===== src/design/mssp_pkg.sv =====
package mssp_pkg;

	// Clock rate of ref_clk
	localparam int unsigned CLK_PERIOD_NS = 5;
	localparam int unsigned CLK_KHZ       = 200000;

	// Bus timeout
	localparam int unsigned TIMEOUT_MS     = 28;
	localparam int unsigned TIMEOUT_CYCLES = TIMEOUT_MS * CLK_KHZ;

	// Spike suppression widths, least times rounded up
	localparam int unsigned FS_SPIKE_NS     = 50;
	localparam int unsigned HS_SPIKE_NS     = 10;
	localparam int unsigned FS_SPIKE_CYCLES = (FS_SPIKE_NS + CLK_PERIOD_NS - 1) / CLK_PERIOD_NS;
	localparam int unsigned HS_SPIKE_CYCLES = (HS_SPIKE_NS + CLK_PERIOD_NS - 1) / CLK_PERIOD_NS;
	localparam int unsigned FILT_W          = 4;

	// Bus rates supported
	localparam int unsigned FS_MIN_KHZ = 1;
	localparam int unsigned FS_MAX_KHZ = 400;
	localparam int unsigned HS_MAX_KHZ = 3400;

	// Address layout
	localparam logic [2:0] ADDR_UPPER     = 3'h4;
	localparam logic [6:0] ALERT_RESP_ADR = 7'h0C;
	localparam logic [4:0] HS_CODE_TOP    = 5'h01;

	// Strap level encodings
	localparam logic [1:0] STRAP_GND = 2'h0;
	localparam logic [1:0] STRAP_VS  = 2'h1;
	localparam logic [1:0] STRAP_SDA = 2'h2;
	localparam logic [1:0] STRAP_SCL = 2'h3;

	// Byte positions inside a write
	localparam logic [1:0] WB_PTR  = 2'h0;
	localparam logic [1:0] WB_HIGH = 2'h1;
	localparam logic [1:0] WB_LOW  = 2'h2;
	localparam logic [1:0] WB_DONE = 2'h3;

	localparam logic [3:0] BITS_PER_BYTE = 4'h8;
	localparam logic [3:0] LAST_TX_BIT   = 4'h7;

	typedef enum logic [2:0] {
		ST_IDLE     = 3'b000,
		ST_ADDR     = 3'b001,
		ST_ADDR_ACK = 3'b010,
		ST_RX       = 3'b011,
		ST_RX_ACK   = 3'b100,
		ST_TX       = 3'b101,
		ST_TX_ACK   = 3'b110,
		ST_IGNORE   = 3'b111
	} mssp_state_e;

endpackage : mssp_pkg


===== src/design/mssp_serial_slave.sv =====
`timescale 1ns/1ps
module mssp_serial_slave #(
	parameter int unsigned TIMEOUT_CYCLES = mssp_pkg::TIMEOUT_CYCLES
) (
	input  wire logic        ref_clk,
	input  wire logic        rst,
	input  wire logic        scl_in,
	output wire logic        scl_out,
	output wire logic        scl_oe,
	input  wire logic        sda_in,
	output wire logic        sda_out,
	output wire logic        sda_oe,
	input  wire logic        addr_strap_low,
	input  wire logic        addr_strap_high,
	input  wire logic        alert_pending,
	input  wire logic [15:0] rd_data,
	output logic      [7:0]  reg_ptr,
	output logic      [15:0] wr_data,
	output logic             wr_en,
	output logic             rd_load,
	output logic             alert_ack,
	output logic             hs_mode,
	output wire logic        busy
);

	// Decode one strap from its level at start, on high data bits, first fall
	function automatic logic [1:0] strap_code(input logic at_start, input logic at_rise, input logic at_fall);
		logic [1:0] code;
		code = mssp_pkg::STRAP_GND;
		if (at_start) begin
			code = at_fall ? mssp_pkg::STRAP_VS : mssp_pkg::STRAP_SCL;
		end else begin
			code = at_rise ? mssp_pkg::STRAP_SDA : mssp_pkg::STRAP_GND;
		end
		return code;
	endfunction : strap_code

	mssp_pkg::mssp_state_e state;
	logic [3:0]  cnt;
	logic [7:0]  rx_sh;
	logic [7:0]  tx_sh;
	logic        sda_drive;
	logic        is_read;
	logic        is_alert;
	logic        master_ack;
	logic [1:0]  byte_idx;
	logic [7:0]  hi_byte;
	logic [15:0] rd_word;
	logic        hs_pend;
	logic [1:0]  strap_s0;
	logic [1:0]  strap_s1;
	logic [1:0]  strap_s2;
	logic [31:0] to_cnt;
	logic [3:0]  raw_in;
	wire  [3:0]  filt;
	logic        scl_d;
	logic        sda_d;

	// Two-flop sync and spike filter per pin: scl, sda, straps
	assign raw_in = {addr_strap_high, addr_strap_low, sda_in, scl_in};
	wire [mssp_pkg::FILT_W-1:0] filt_len = hs_mode ? mssp_pkg::FILT_W'(mssp_pkg::HS_SPIKE_CYCLES) :
	                                                 mssp_pkg::FILT_W'(mssp_pkg::FS_SPIKE_CYCLES);
	genvar gi;
	generate
		for (gi = 0; gi < 4; gi++) begin : g_filt
			logic                       meta;
			logic                       sync;
			logic                       lvl;
			logic [mssp_pkg::FILT_W-1:0] run;
			// Level must differ for filt_len cycles before it is taken
			always_ff @(posedge ref_clk) begin
				if (rst) begin
					meta      <= 1'b1;
					sync      <= 1'b1;
					run       <= '0;
					lvl       <= 1'b1;
				end else begin
					meta <= raw_in[gi];
					sync <= meta;
					if (sync == lvl) begin
						run <= '0;
					end else if (run >= filt_len - 1'b1) begin
						run <= '0;
						lvl <= sync;
					end else begin
						run <= run + 1'b1;
					end
				end
			end
			// One driver per filtered bit
			assign filt[gi] = lvl;
		end
	endgenerate

	// Edge and condition decode on filtered lines
	wire scl_f      = filt[0];
	wire sda_f      = filt[1];
	wire [1:0] strap_f = filt[3:2];
	wire scl_rise   = scl_f & ~scl_d;
	wire scl_fall   = ~scl_f & scl_d;
	wire start_cond = scl_f & scl_d & sda_d & ~sda_f;
	wire stop_cond  = scl_f & scl_d & ~sda_d & sda_f;
	wire to_expire  = (to_cnt >= TIMEOUT_CYCLES - 1);

	// Own address from upper bits and both straps
	wire [6:0] own_addr = {mssp_pkg::ADDR_UPPER,
	                       strap_code(strap_s0[1], strap_s1[1], strap_s2[1]),
	                       strap_code(strap_s0[0], strap_s1[0], strap_s2[0])};
	wire addr_hit  = (rx_sh[7:1] == own_addr);
	wire alert_hit = (rx_sh[7:1] == mssp_pkg::ALERT_RESP_ADR) & rx_sh[0] & alert_pending;
	wire hs_code   = (rx_sh[7:3] == mssp_pkg::HS_CODE_TOP);
	wire byte_done = (cnt == mssp_pkg::BITS_PER_BYTE);

	// Open-drain pins: clock never driven, data only pulled low
	assign scl_out = 1'b0;
	assign scl_oe  = 1'b0;
	assign sda_out = 1'b0;
	assign sda_oe  = sda_drive;
	assign busy    = (state != mssp_pkg::ST_IDLE);

	// Previous filtered levels
	always_ff @(posedge ref_clk) begin
		if (rst) begin
			scl_d <= 1'b1;
			sda_d <= 1'b1;
		end else begin
			scl_d <= scl_f;
			sda_d <= sda_f;
		end
	end

	// Timeout counts while clock held low in a transaction
	always_ff @(posedge ref_clk) begin
		if (rst) begin
			to_cnt <= '0;
		end else if (state == mssp_pkg::ST_IDLE || scl_f || start_cond) begin
			to_cnt <= '0;
		end else if (!to_expire) begin
			to_cnt <= to_cnt + 1;
		end
	end

	// Byte engine
	always_ff @(posedge ref_clk) begin
		if (rst) begin
			state      <= mssp_pkg::ST_IDLE;
			cnt        <= '0;
			rx_sh      <= '0;
			tx_sh      <= '0;
			sda_drive  <= 1'b0;
			is_read    <= 1'b0;
			is_alert   <= 1'b0;
			master_ack <= 1'b0;
			byte_idx   <= mssp_pkg::WB_PTR;
			hi_byte    <= '0;
			rd_word    <= '0;
			hs_pend    <= 1'b0;
			hs_mode    <= 1'b0;
			strap_s0   <= '0;
			strap_s1   <= '0;
			strap_s2   <= '0;
			reg_ptr    <= '0;
			wr_data    <= '0;
			wr_en      <= 1'b0;
			rd_load    <= 1'b0;
			alert_ack  <= 1'b0;
		end else begin
			wr_en     <= 1'b0;
			rd_load   <= 1'b0;
			alert_ack <= 1'b0;
			if (stop_cond) begin
				state     <= mssp_pkg::ST_IDLE;
				sda_drive <= 1'b0;
				hs_mode   <= 1'b0;
				hs_pend   <= 1'b0;
			end else if (start_cond) begin
				state     <= mssp_pkg::ST_ADDR;
				cnt       <= '0;
				sda_drive <= 1'b0;
				strap_s0  <= strap_f;
				strap_s1  <= '0;
				if (hs_pend) begin
					hs_mode <= 1'b1;
					hs_pend <= 1'b0;
				end
			end else if (to_expire && state != mssp_pkg::ST_IDLE) begin
				state     <= mssp_pkg::ST_IDLE;
				sda_drive <= 1'b0;
			end else begin
				unique case (state)
					mssp_pkg::ST_IDLE: begin
					end
					mssp_pkg::ST_ADDR: begin
						if (scl_rise) begin
							rx_sh <= {rx_sh[6:0], sda_f};
							cnt   <= cnt + 1'b1;
							strap_s1 <= strap_s1 | (strap_f & {2{sda_f}}); // data-tied strap seen on any high bit
						end else if (scl_fall && cnt == '0) begin
							strap_s2 <= strap_f;
						end else if (scl_fall && byte_done) begin
							cnt <= '0;
							if (addr_hit) begin
								state     <= mssp_pkg::ST_ADDR_ACK;
								sda_drive <= 1'b1;
								is_read   <= rx_sh[0];
								is_alert  <= 1'b0;
								byte_idx  <= mssp_pkg::WB_PTR;
								rd_word   <= rd_data;
								rd_load   <= rx_sh[0];
							end else if (alert_hit) begin
								state     <= mssp_pkg::ST_ADDR_ACK;
								sda_drive <= 1'b1;
								is_read   <= 1'b1;
								is_alert  <= 1'b1;
							end else begin
								hs_pend <= hs_code | hs_pend;
								state   <= mssp_pkg::ST_IGNORE;
							end
						end
					end
					mssp_pkg::ST_ADDR_ACK: begin
						if (scl_fall) begin
							cnt <= '0;
							if (is_alert) begin
								tx_sh     <= {own_addr, 1'b0};
								sda_drive <= ~own_addr[6];
								state     <= mssp_pkg::ST_TX;
							end else if (is_read) begin
								tx_sh     <= rd_word[15:8];
								sda_drive <= ~rd_word[15];
								state     <= mssp_pkg::ST_TX;
							end else begin
								sda_drive <= 1'b0;
								state     <= mssp_pkg::ST_RX;
							end
						end
					end
					mssp_pkg::ST_RX: begin
						if (scl_rise) begin
							rx_sh <= {rx_sh[6:0], sda_f};
							cnt   <= cnt + 1'b1;
						end else if (scl_fall && byte_done) begin
							cnt       <= '0;
							state     <= mssp_pkg::ST_RX_ACK;
							sda_drive <= 1'b1;
							unique case (byte_idx)
								mssp_pkg::WB_PTR: begin
									reg_ptr  <= rx_sh;
									byte_idx <= mssp_pkg::WB_HIGH;
								end
								mssp_pkg::WB_HIGH: begin
									hi_byte  <= rx_sh;
									byte_idx <= mssp_pkg::WB_LOW;
								end
								mssp_pkg::WB_LOW: begin
									wr_data  <= {hi_byte, rx_sh};
									wr_en    <= 1'b1;
									byte_idx <= mssp_pkg::WB_DONE;
								end
								mssp_pkg::WB_DONE: begin
								end
							endcase
						end
					end
					mssp_pkg::ST_RX_ACK: begin
						if (scl_fall) begin
							sda_drive <= 1'b0;
							state     <= mssp_pkg::ST_RX;
						end
					end
					mssp_pkg::ST_TX: begin
						if (scl_rise && tx_sh[7] && !sda_f && is_alert) begin
							sda_drive <= 1'b0;
							state     <= mssp_pkg::ST_IGNORE;
						end else if (scl_fall && cnt == mssp_pkg::LAST_TX_BIT) begin
							cnt       <= '0;
							sda_drive <= 1'b0;
							state     <= mssp_pkg::ST_TX_ACK;
							alert_ack <= is_alert;
						end else if (scl_fall) begin
							tx_sh     <= {tx_sh[6:0], 1'b0};
							sda_drive <= ~tx_sh[6];
							cnt       <= cnt + 1'b1;
						end
					end
					mssp_pkg::ST_TX_ACK: begin
						if (scl_rise) begin
							master_ack <= ~sda_f;
						end else if (scl_fall) begin
							if (master_ack && !is_alert) begin
								state <= mssp_pkg::ST_TX;
								if (byte_idx == mssp_pkg::WB_PTR) begin
									tx_sh     <= rd_word[7:0];
									sda_drive <= ~rd_word[7];
									byte_idx  <= mssp_pkg::WB_HIGH;
								end else begin
									tx_sh     <= rd_data[15:8];
									sda_drive <= ~rd_data[15];
									rd_word   <= rd_data;
									rd_load   <= 1'b1;
									byte_idx  <= mssp_pkg::WB_PTR;
								end
							end else begin
								state <= mssp_pkg::ST_IGNORE;
							end
						end
					end
					mssp_pkg::ST_IGNORE: begin
					end
				endcase
			end
		end
	end

endmodule : mssp_serial_slave


===== config.mk =====
export PLATFORM = sky130hd
export DESIGN_NAME = mssp_serial_slave
export DESIGN_NICKNAME = d
export VERILOG_FILES = /design/src/design/mssp_pkg.sv /design/src/design/mssp_serial_slave.sv
export SDC_FILE = /design/constraint.sdc
export NUM_CORES = 1
export LEC_CHECK = 0
export ABC_AREA = 1
export BUFFER_PORTS_ARGS = -buffer_cell sky130_fd_sc_hd__buf_2
export CORE_ASPECT_RATIO = 1.75
export CORE_MARGIN = 8
export CORE_UTILIZATION = 60
export DETAILED_ROUTE_END_ITERATION = 12
export HOLD_SLACK_MARGIN = 0.1
export PLACE_DENSITY = 0.82
export SYNTH_ARGS = -nofsm -noshare
export SYNTH_HDL_FRONTEND = slang
export SYNTH_SLANG_ARGS = --single-unit

===== constraint.sdc =====
create_clock -name ref_clk -period 2.22 [get_ports ref_clk]
set_input_delay 0.111 -clock ref_clk [delete_from_list [all_inputs] [get_ports ref_clk]]
set_output_delay 0.111 -clock ref_clk [all_outputs]
set_load 0.02 [all_outputs]

# [After elaboration in Yosys (flattened, before gate mapping)]
# Index checks and enable logic that the tools add are counted.
[totals] output_inout_bits=33 input_bits=23 ff_bits=150 elab_cells=302
[op_classes] addsub=7 order_cmp=5 muxes=104 reduce_logical=58 n_eq_ne=52 bitwise=35
[ops] operator="16-bit two-way mux" count=8
[ops] operator="8-bit two-way mux" count=10
[ops] operator="4-bit != test, second input constant" count=12
[ops] operator="3-bit two-way mux" count=15
[ops] operator="4-bit two-way mux" count=11
[ops] operator="2-bit two-way mux" count=20
[ops] operator="7-bit AND reduction" count=5
[ops] operator="32-bit by 1-bit adder with 32-bit output, second input constant" count=1
[ops] operator="32-bit by 23-bit greater-or-equal comparator with 1-bit output, second input constant" count=1
[ops] operator="1-bit two-way mux" count=32
[ops] operator="2-bit != test, second input constant" count=16
[ops] operator="16-bit one-hot mux with 2 select lines" count=1
[ops] operator="8-bit one-hot mux with 3 select lines" count=1
[ops] operator="12-bit AND reduction" count=2
[ops] operator="1-bit inverter" count=23
[ops] operator="11-bit AND reduction" count=2
[ops] operator="4-bit by 1-bit adder with 4-bit output, second input constant" count=5
[ops] operator="3-bit one-hot mux with 6 select lines" count=1
[ops] operator="4-bit greater-or-equal comparator" count=4
[ops] operator="4-bit one-hot mux with 4 select lines" count=1
[ops] operator="3-bit != test, second input constant" count=5
[ops] operator="3-bit OR reduction" count=5
[ops] operator="14-bit AND reduction" count=1
[ops] operator="7-bit OR reduction" count=2
[ops] operator="other kinds (40)" count=77

# [Logic depth before layout (Yosys ltp)]
[logic_depth] ltp_word=11 ltp_mapped=16 mapped_depth_nobuf=15

# [Worst setup path after synthesis]
# Ideal clock, no wire load.
[synth_timing] kind="register -> register" start="register cnt[0]" end="register wr_data[10]" setup_slack_ns=0.343 stages_incl_launch_ff=11 arrival_ns=1.744 n_path_buf=1 period_less_slack_ns=1.877 setup_time_ns=0.132 required_ns=2.088 cell_sequence="dfxtp_1 -> inv_1 -> ha_1 -> inv_1 -> nor2_1 -> nand3_4 -> nor3b_4 -> nand4_4 -> buf_4 -> nand2_1 -> a21oi_1"
[synth_between] elab_chain_len=3
[synth_rtl] element="start: declaration" line="mssp_serial_slave.sv:39" text="logic [3:0] cnt;"
[synth_rtl] element="start signal: assignment" line="mssp_serial_slave.sv:196" text="cnt <= cnt + 1'b1;"
[synth_rtl] element="start signal: assignment" line="mssp_serial_slave.sv:241" text="cnt <= cnt + 1'b1;"
[synth_rtl] element="start signal: assignment" line="mssp_serial_slave.sv:283" text="cnt <= cnt + 1'b1;"
[synth_rtl] element="4-bit equality test" line="mssp_serial_slave.sv:112" text="wire byte_done = (cnt == mssp_pkg::BITS_PER_BYTE);"
[synth_rtl] element="1-bit logical AND" line="mssp_serial_slave.sv:242" text="end else if (scl_fall && byte_done) begin"
[synth_rtl] element="7-bit AND reduction (no source line)"
[synth_rtl] element="end signal: assignment" line="mssp_serial_slave.sv:256" text="wr_data <= {hi_byte, rx_sh};"
[synth_rtl] element="end: declaration" line="mssp_serial_slave.sv:18" text="output logic [15:0] wr_data,"
# Every way passes these cells.
# A chain may end at the register's enable or synchronous reset.

# [Worst setup path after layout]
[layout_timing] start="register g_filt[0].lvl" end="register state[0]"
[layout_between] elab_chain_len=8 word_cells_on_any_way=31 cone_classes="eq/ne: 10; mux: 4; bitwise: 8; reduce/logical: 9"
[layout_rtl] element="start: declaration" line="mssp_serial_slave.sv:68" text="logic lvl;"
[layout_rtl] element="start signal: assignment" line="mssp_serial_slave.sv:84" text="lvl <= sync;"
[layout_rtl] element="1-bit bitwise AND" line="mssp_serial_slave.sv:99" text="wire scl_rise = scl_f & ~scl_d;"
[layout_rtl] element="1-bit logical AND (3 in series)" line="mssp_serial_slave.sv:272" text="if (scl_rise && tx_sh[7] && !sda_f && is_alert) begin"
[layout_rtl] element="3-bit two-way mux" line="mssp_serial_slave.sv:272"
[layout_rtl] element="3-bit one-hot mux with 6 select lines" line="mssp_serial_slave.sv:190" text="unique case (state)"
[layout_rtl] element="1-bit two-way mux" line="mssp_serial_slave.sv:186" text="end else if (to_expire && state != mssp_pkg::ST_IDLE) begin"
[layout_rtl] element="1-bit two-way mux" line="mssp_serial_slave.sv:176" text="end else if (start_cond) begin"
[layout_rtl] element="end signal: assignment" line="mssp_serial_slave.sv:177" text="state <= mssp_pkg::ST_ADDR;"
[layout_rtl] element="end signal: assignment" line="mssp_serial_slave.sv:187" text="state <= mssp_pkg::ST_IDLE;"
[layout_rtl] element="end signal: assignment" line="mssp_serial_slave.sv:274" text="state <= mssp_pkg::ST_IGNORE;"
[layout_rtl] element="end: declaration" line="mssp_serial_slave.sv:38" text="mssp_pkg::mssp_state_e state;"
# Parallel ways exist; a longest one is shown, timed or not.

==> flow_metrics.py <==
metrics = {
    "routing": {
        "viasPerCell": 5.41,
        "wl_per_cell_um": 14.8,
        "drc_errors": 0,
        "drt_iter0_markers": 348,
        "routed_wl_um": 19700,
        "drt_pass1_iterations": 6,
        "vias": 7195,
        "postRouteAntennaNets": 0,
    },
    "logic_synthesis": {
        "syn_inst": 1045,
        "synth_area_um2": 7370,
        "synth_area_leaders": "dfxtp_1, nand2_1, nor2_1, inv_1, a21oi_1",
        "synth.largest_area_cell": "dfxtp_1",
        "yosysTopAreaCellShare": 0.407,
        "async_flop_share": 0,
        "ys_warn_count": 0,
        "syn_area_per_cell_um2": 7.05,
        "ys_ff_latch": 150,
        "synth_flop_cell": "dfxtp_1",
        "ys_seq_area_frac": 0.407,
        "synth-edff-count": 0,
        "yosysUniqueCellTypes": 42,
    },
    "power": {
        "seq_power_share": 0.489,
        "swShare": 0.219,
        "internal-power_mw": 4.33,
        "combPwrFrac": 0.023,
        "ir_drop_uv": 519,
        "switchingPower_mw": 1.21,
        "p_leak_nw": 3.86,
        "pwr-share-clk": 0.488,
        "p_per_area_nw_per_um2": 625,
    },
    "worst_setup_path": {
        "endpoint_kind": "register",
        "worstPathMaxFanout": 6,
        "cp_data_arrival_time_ns": 2.38,
        "startpoint_type": "register",
        "reg2reg_slack_ns": 0.15,
        "reg2regPathDepth": 11,
        "critPathKind": "register to register",
        "r2r-end": "state[0]$_SDFFE_PP0P_",
        "reg2reg_from": "g_filt[0].lvl$_SDFFE_PP1P_",
        "crit_required_ns": 2.52,
    },
    "sta": {
        "post-route-period-util": 0.935,
        "report.final.slew_viol_count": 0,
        "skew_ns": 0.0111,
        "tns_ns": 0,
        "relSlewSlack": 0.627,
        "fin_crit_ns": 2.07,
        "max_freq_mhz": 482,
        "tightest_slew_ns": 0.559,
        "timing.hold.ws_ns": 0.370,
        "rsz0062_at_grt": "false",
        "timing.final.ws_setup_ns": 0.145,
        "finalHoldViolations": 0,
        "finalSetupViolCount": 0,
    },
    "run_status": {
        "status": "completed",
    },
    "die": {
        "die_w_um": 99.8,
        "start_util": 0.614,
        "die_h_um": 163,
        "rows": 53,
        "ios": 56,
        "core_area_um2": 12000,
        "die_area_um2": 16200,
    },
    "cts": {
        "cts_sinks": 150,
        "cts_buffers": 17,
        "htreeDepth": 4,
        "clk_pin_slew_ns": 0.06,
        "clk_latency_ns": 0.42,
        "clk_path_buf_depth": 2,
        "ctsRootBufferMaster": "clkbuf_16",
        "cts_tree": "yes",
    },
    "layout": {
        "drive_gt1_frac": 0.150,
        "area_delta_synth_final_pct": 20.3,
        "n_fill_cell": 949,
        "nets": 1196,
        "antennaDiodeCount": 0,
        "stdcell_count": 1329,
    },
    "grt": {
        "grt_max_degree": 52,
        "antenna_found_initial": 0,
        "grt_pass1_wl_um": 31900,
        "grtUsageTotal": 0.243,
        "grt_pass1_vias": 7004,
        "grt-ovfl-total": 0,
    },
    "place": {
        "dp_slack_ns": 0.0383,
        "dpl.hpwl_um": 13800,
        "io_buffers": 52,
        "gp_congestion": 0.959,
        "dp_cells": 1271,
    },
    "hold_path": {
        "min_path_type": "input pin to register",
        "min_path_cells": 7,
        "min_to": "sda_oe$_SDFFE_PP0P_",
        "min-delay-start": "alert_pending",
    },
    "flow_run": {
        "max_cap_viol_count": 0,
    },
}
-- power groups by stage --
stage | clock network, mW | registers, mW | logic [mW]
after floorplan | 0 | 2.76 | 0.0623
after global placement | 0 | 2.77 | 0.0930
after detailed placement | 0 | 2.77 | 0.0938
after CTS | 2.73 | 2.71 | 0.124
after global routing | 2.84 | 2.71 | 0.142
final | 2.70 | 2.71 | 0.129
-- cells by family after synthesis --
| logic type | synth area share |
|---|---|
| XOR/XNOR | 0.0250 |
| buffers and inverters | 0.101 |
| AND/OR/NAND/NOR | 0.307 |
| other | 0.000509 |
| adder cells (fa/ha/maj) | 0.0374 |
| AO/OA/AOI/OAI | 0.121 |
| flip-flops | 0.407 |
-- through the flow --
| step | area (um2) | util | total power [mW] |
|---|---|---|---|
| final | 8860 | 0.738 | 5.54 |
| after global routing | 8860 | 0.738 | 5.69 |
| after CTS | 8780 | 0.732 | 5.56 |
| after detailed placement | 8010 | 0.668 | 2.86 |
| after global placement | 8010 | 0.668 | 2.86 |
| after floorplan | 7380 | - | 2.83 |
-- timing repair --
item,CTS,global route
setup buffers,0,3
resized for setup,0,8
hold buffers,22,0
endpoints found under the hold margin,23,0
endpoints found under the setup margin,0,31
-- Yosys cell counts, types with 2 or more instances --
| master | n |
|---|---|
| nor4_1 | 4 |
| o21a_1 | 2 |
| o211ai_1 | 5 |
| inv_2 | 7 |
| nand4_2 | 4 |
| o2111ai_1 | 4 |
| or2_2 | 13 |
| nand2_1 | 199 |
| nand3_1 | 32 |
| nand2_2 | 3 |
| xor2_1 | 15 |
| dfxtp_1 | 150 |
| clkbuf_1 | 21 |
| inv_1 | 144 |
| a31oi_1 | 5 |
| nor3_2 | 2 |
| a21oi_1 | 72 |
| nor2_4 | 2 |
| buf_4 | 7 |
| nor2_2 | 3 |
| nor3_1 | 21 |
| nor3b_1 | 3 |
| xnor2_1 | 6 |
| nor2_1 | 149 |
| o21ai_1 | 16 |
| ha_1 | 22 |
| o221ai_1 | 2 |
| o22ai_1 | 4 |
| a211o_1 | 3 |
| nand4_1 | 54 |
| o21ai_0 | 53 |
| buf_2 | 8 |
-- area by class of cell --
cell class                 count  area [um2]  share of cell area
clock inverter                12         104              0.0117
multi-input combinational    708        3660               0.413
clock buffer                  20         447              0.0504
sequential                   150        3000               0.339
inverter                     152         571              0.0644
tap                          165         206              0.0233
timing repair buffer         122         871              0.0983
-- worst max-delay path: stages (launching register included) --
cell	delay, ns
dfxtp_1	0.46
inv_1	0.16
nor2_4	0.21
nand4_1	0.24
nand3_1	0.22
nand2_1	0.13
nor2_1	0.23
nand2_1	0.08
nand2_1	0.07
nand2_1	0.05
nand2_1	0.06
a21oi_1	0.06
-- registers in the layout, indices dropped and copies added, names as in the netlist, 3 cells and up --
name,flops
cnt,4
g_filt.lvl,4
g_filt.meta,4
g_filt.run,16
g_filt.sync,4
hi_byte,8
rd_word,16
reg_ptr,8
rx_sh,8
state,3
to_cnt,32
tx_sh,8
wr_data,16
-- worst max-delay path by stage --
stage / from / end / slack (ns)
final: g_filt[0].lvl$_SDFFE_PP1P_ / state[0]$_SDFFE_PP0P_ / 0.15
after global routing: to_cnt[0]$_SDFFE_PP0P_ / state[2]$_SDFFE_PP0P_ / 0.0008
after CTS: to_cnt[0]$_SDFFE_PP0P_ / rx_sh[2]$_SDFFE_PP0P_ / 0.03
after detailed placement: to_cnt[0]$_SDFFE_PP0P_ / rx_sh[2]$_SDFFE_PP0P_ / 0.04
after global placement: to_cnt[27]$_SDFFE_PP0P_ / rx_sh[2]$_SDFFE_PP0P_ / 0.14
after floorplan: cnt[0]$_SDFFE_PP0P_ / wr_data[10]$_SDFFE_PP0P_ / 0.34
-- per-layer routing --
metal,vias up,global-route usage,wire (um),part of all wire
li1,3600,-,-,-
met1,3294,0.235,7540,0.38
met2,227,0.458,10400,0.53
met3,74,0.0471,852,0.043
met4,0,0.148,921,0.047
met5,-,0,0,0
-- layout by cell type, fill, tap and decap left out, types with 4 or more instances in the layout --
master	synthesis	final
xnor2_1	6	6
nor2_1	149	146
nand4_1	54	54
nor4_1	4	4
xor2_1	15	15
or2_2	13	13
o21ai_0	53	52
clkinv_2	0	5
inv_1	144	144
nor3_1	21	21
o211ai_1	5	5
nand3_1	32	32
clkbuf_16	0	18
dfxtp_1	150	150
nor2_2	3	5
buf_4	7	46
o22ai_1	4	4
o2111ai_1	4	4
a31oi_1	5	5
inv_2	7	7
buf_2	8	52
o21ai_1	16	17
dlygate4sd3_1	0	22
ha_1	22	22
nand2_1	199	199
a21oi_1	72	70
Power figures use the tool's default switching activity.
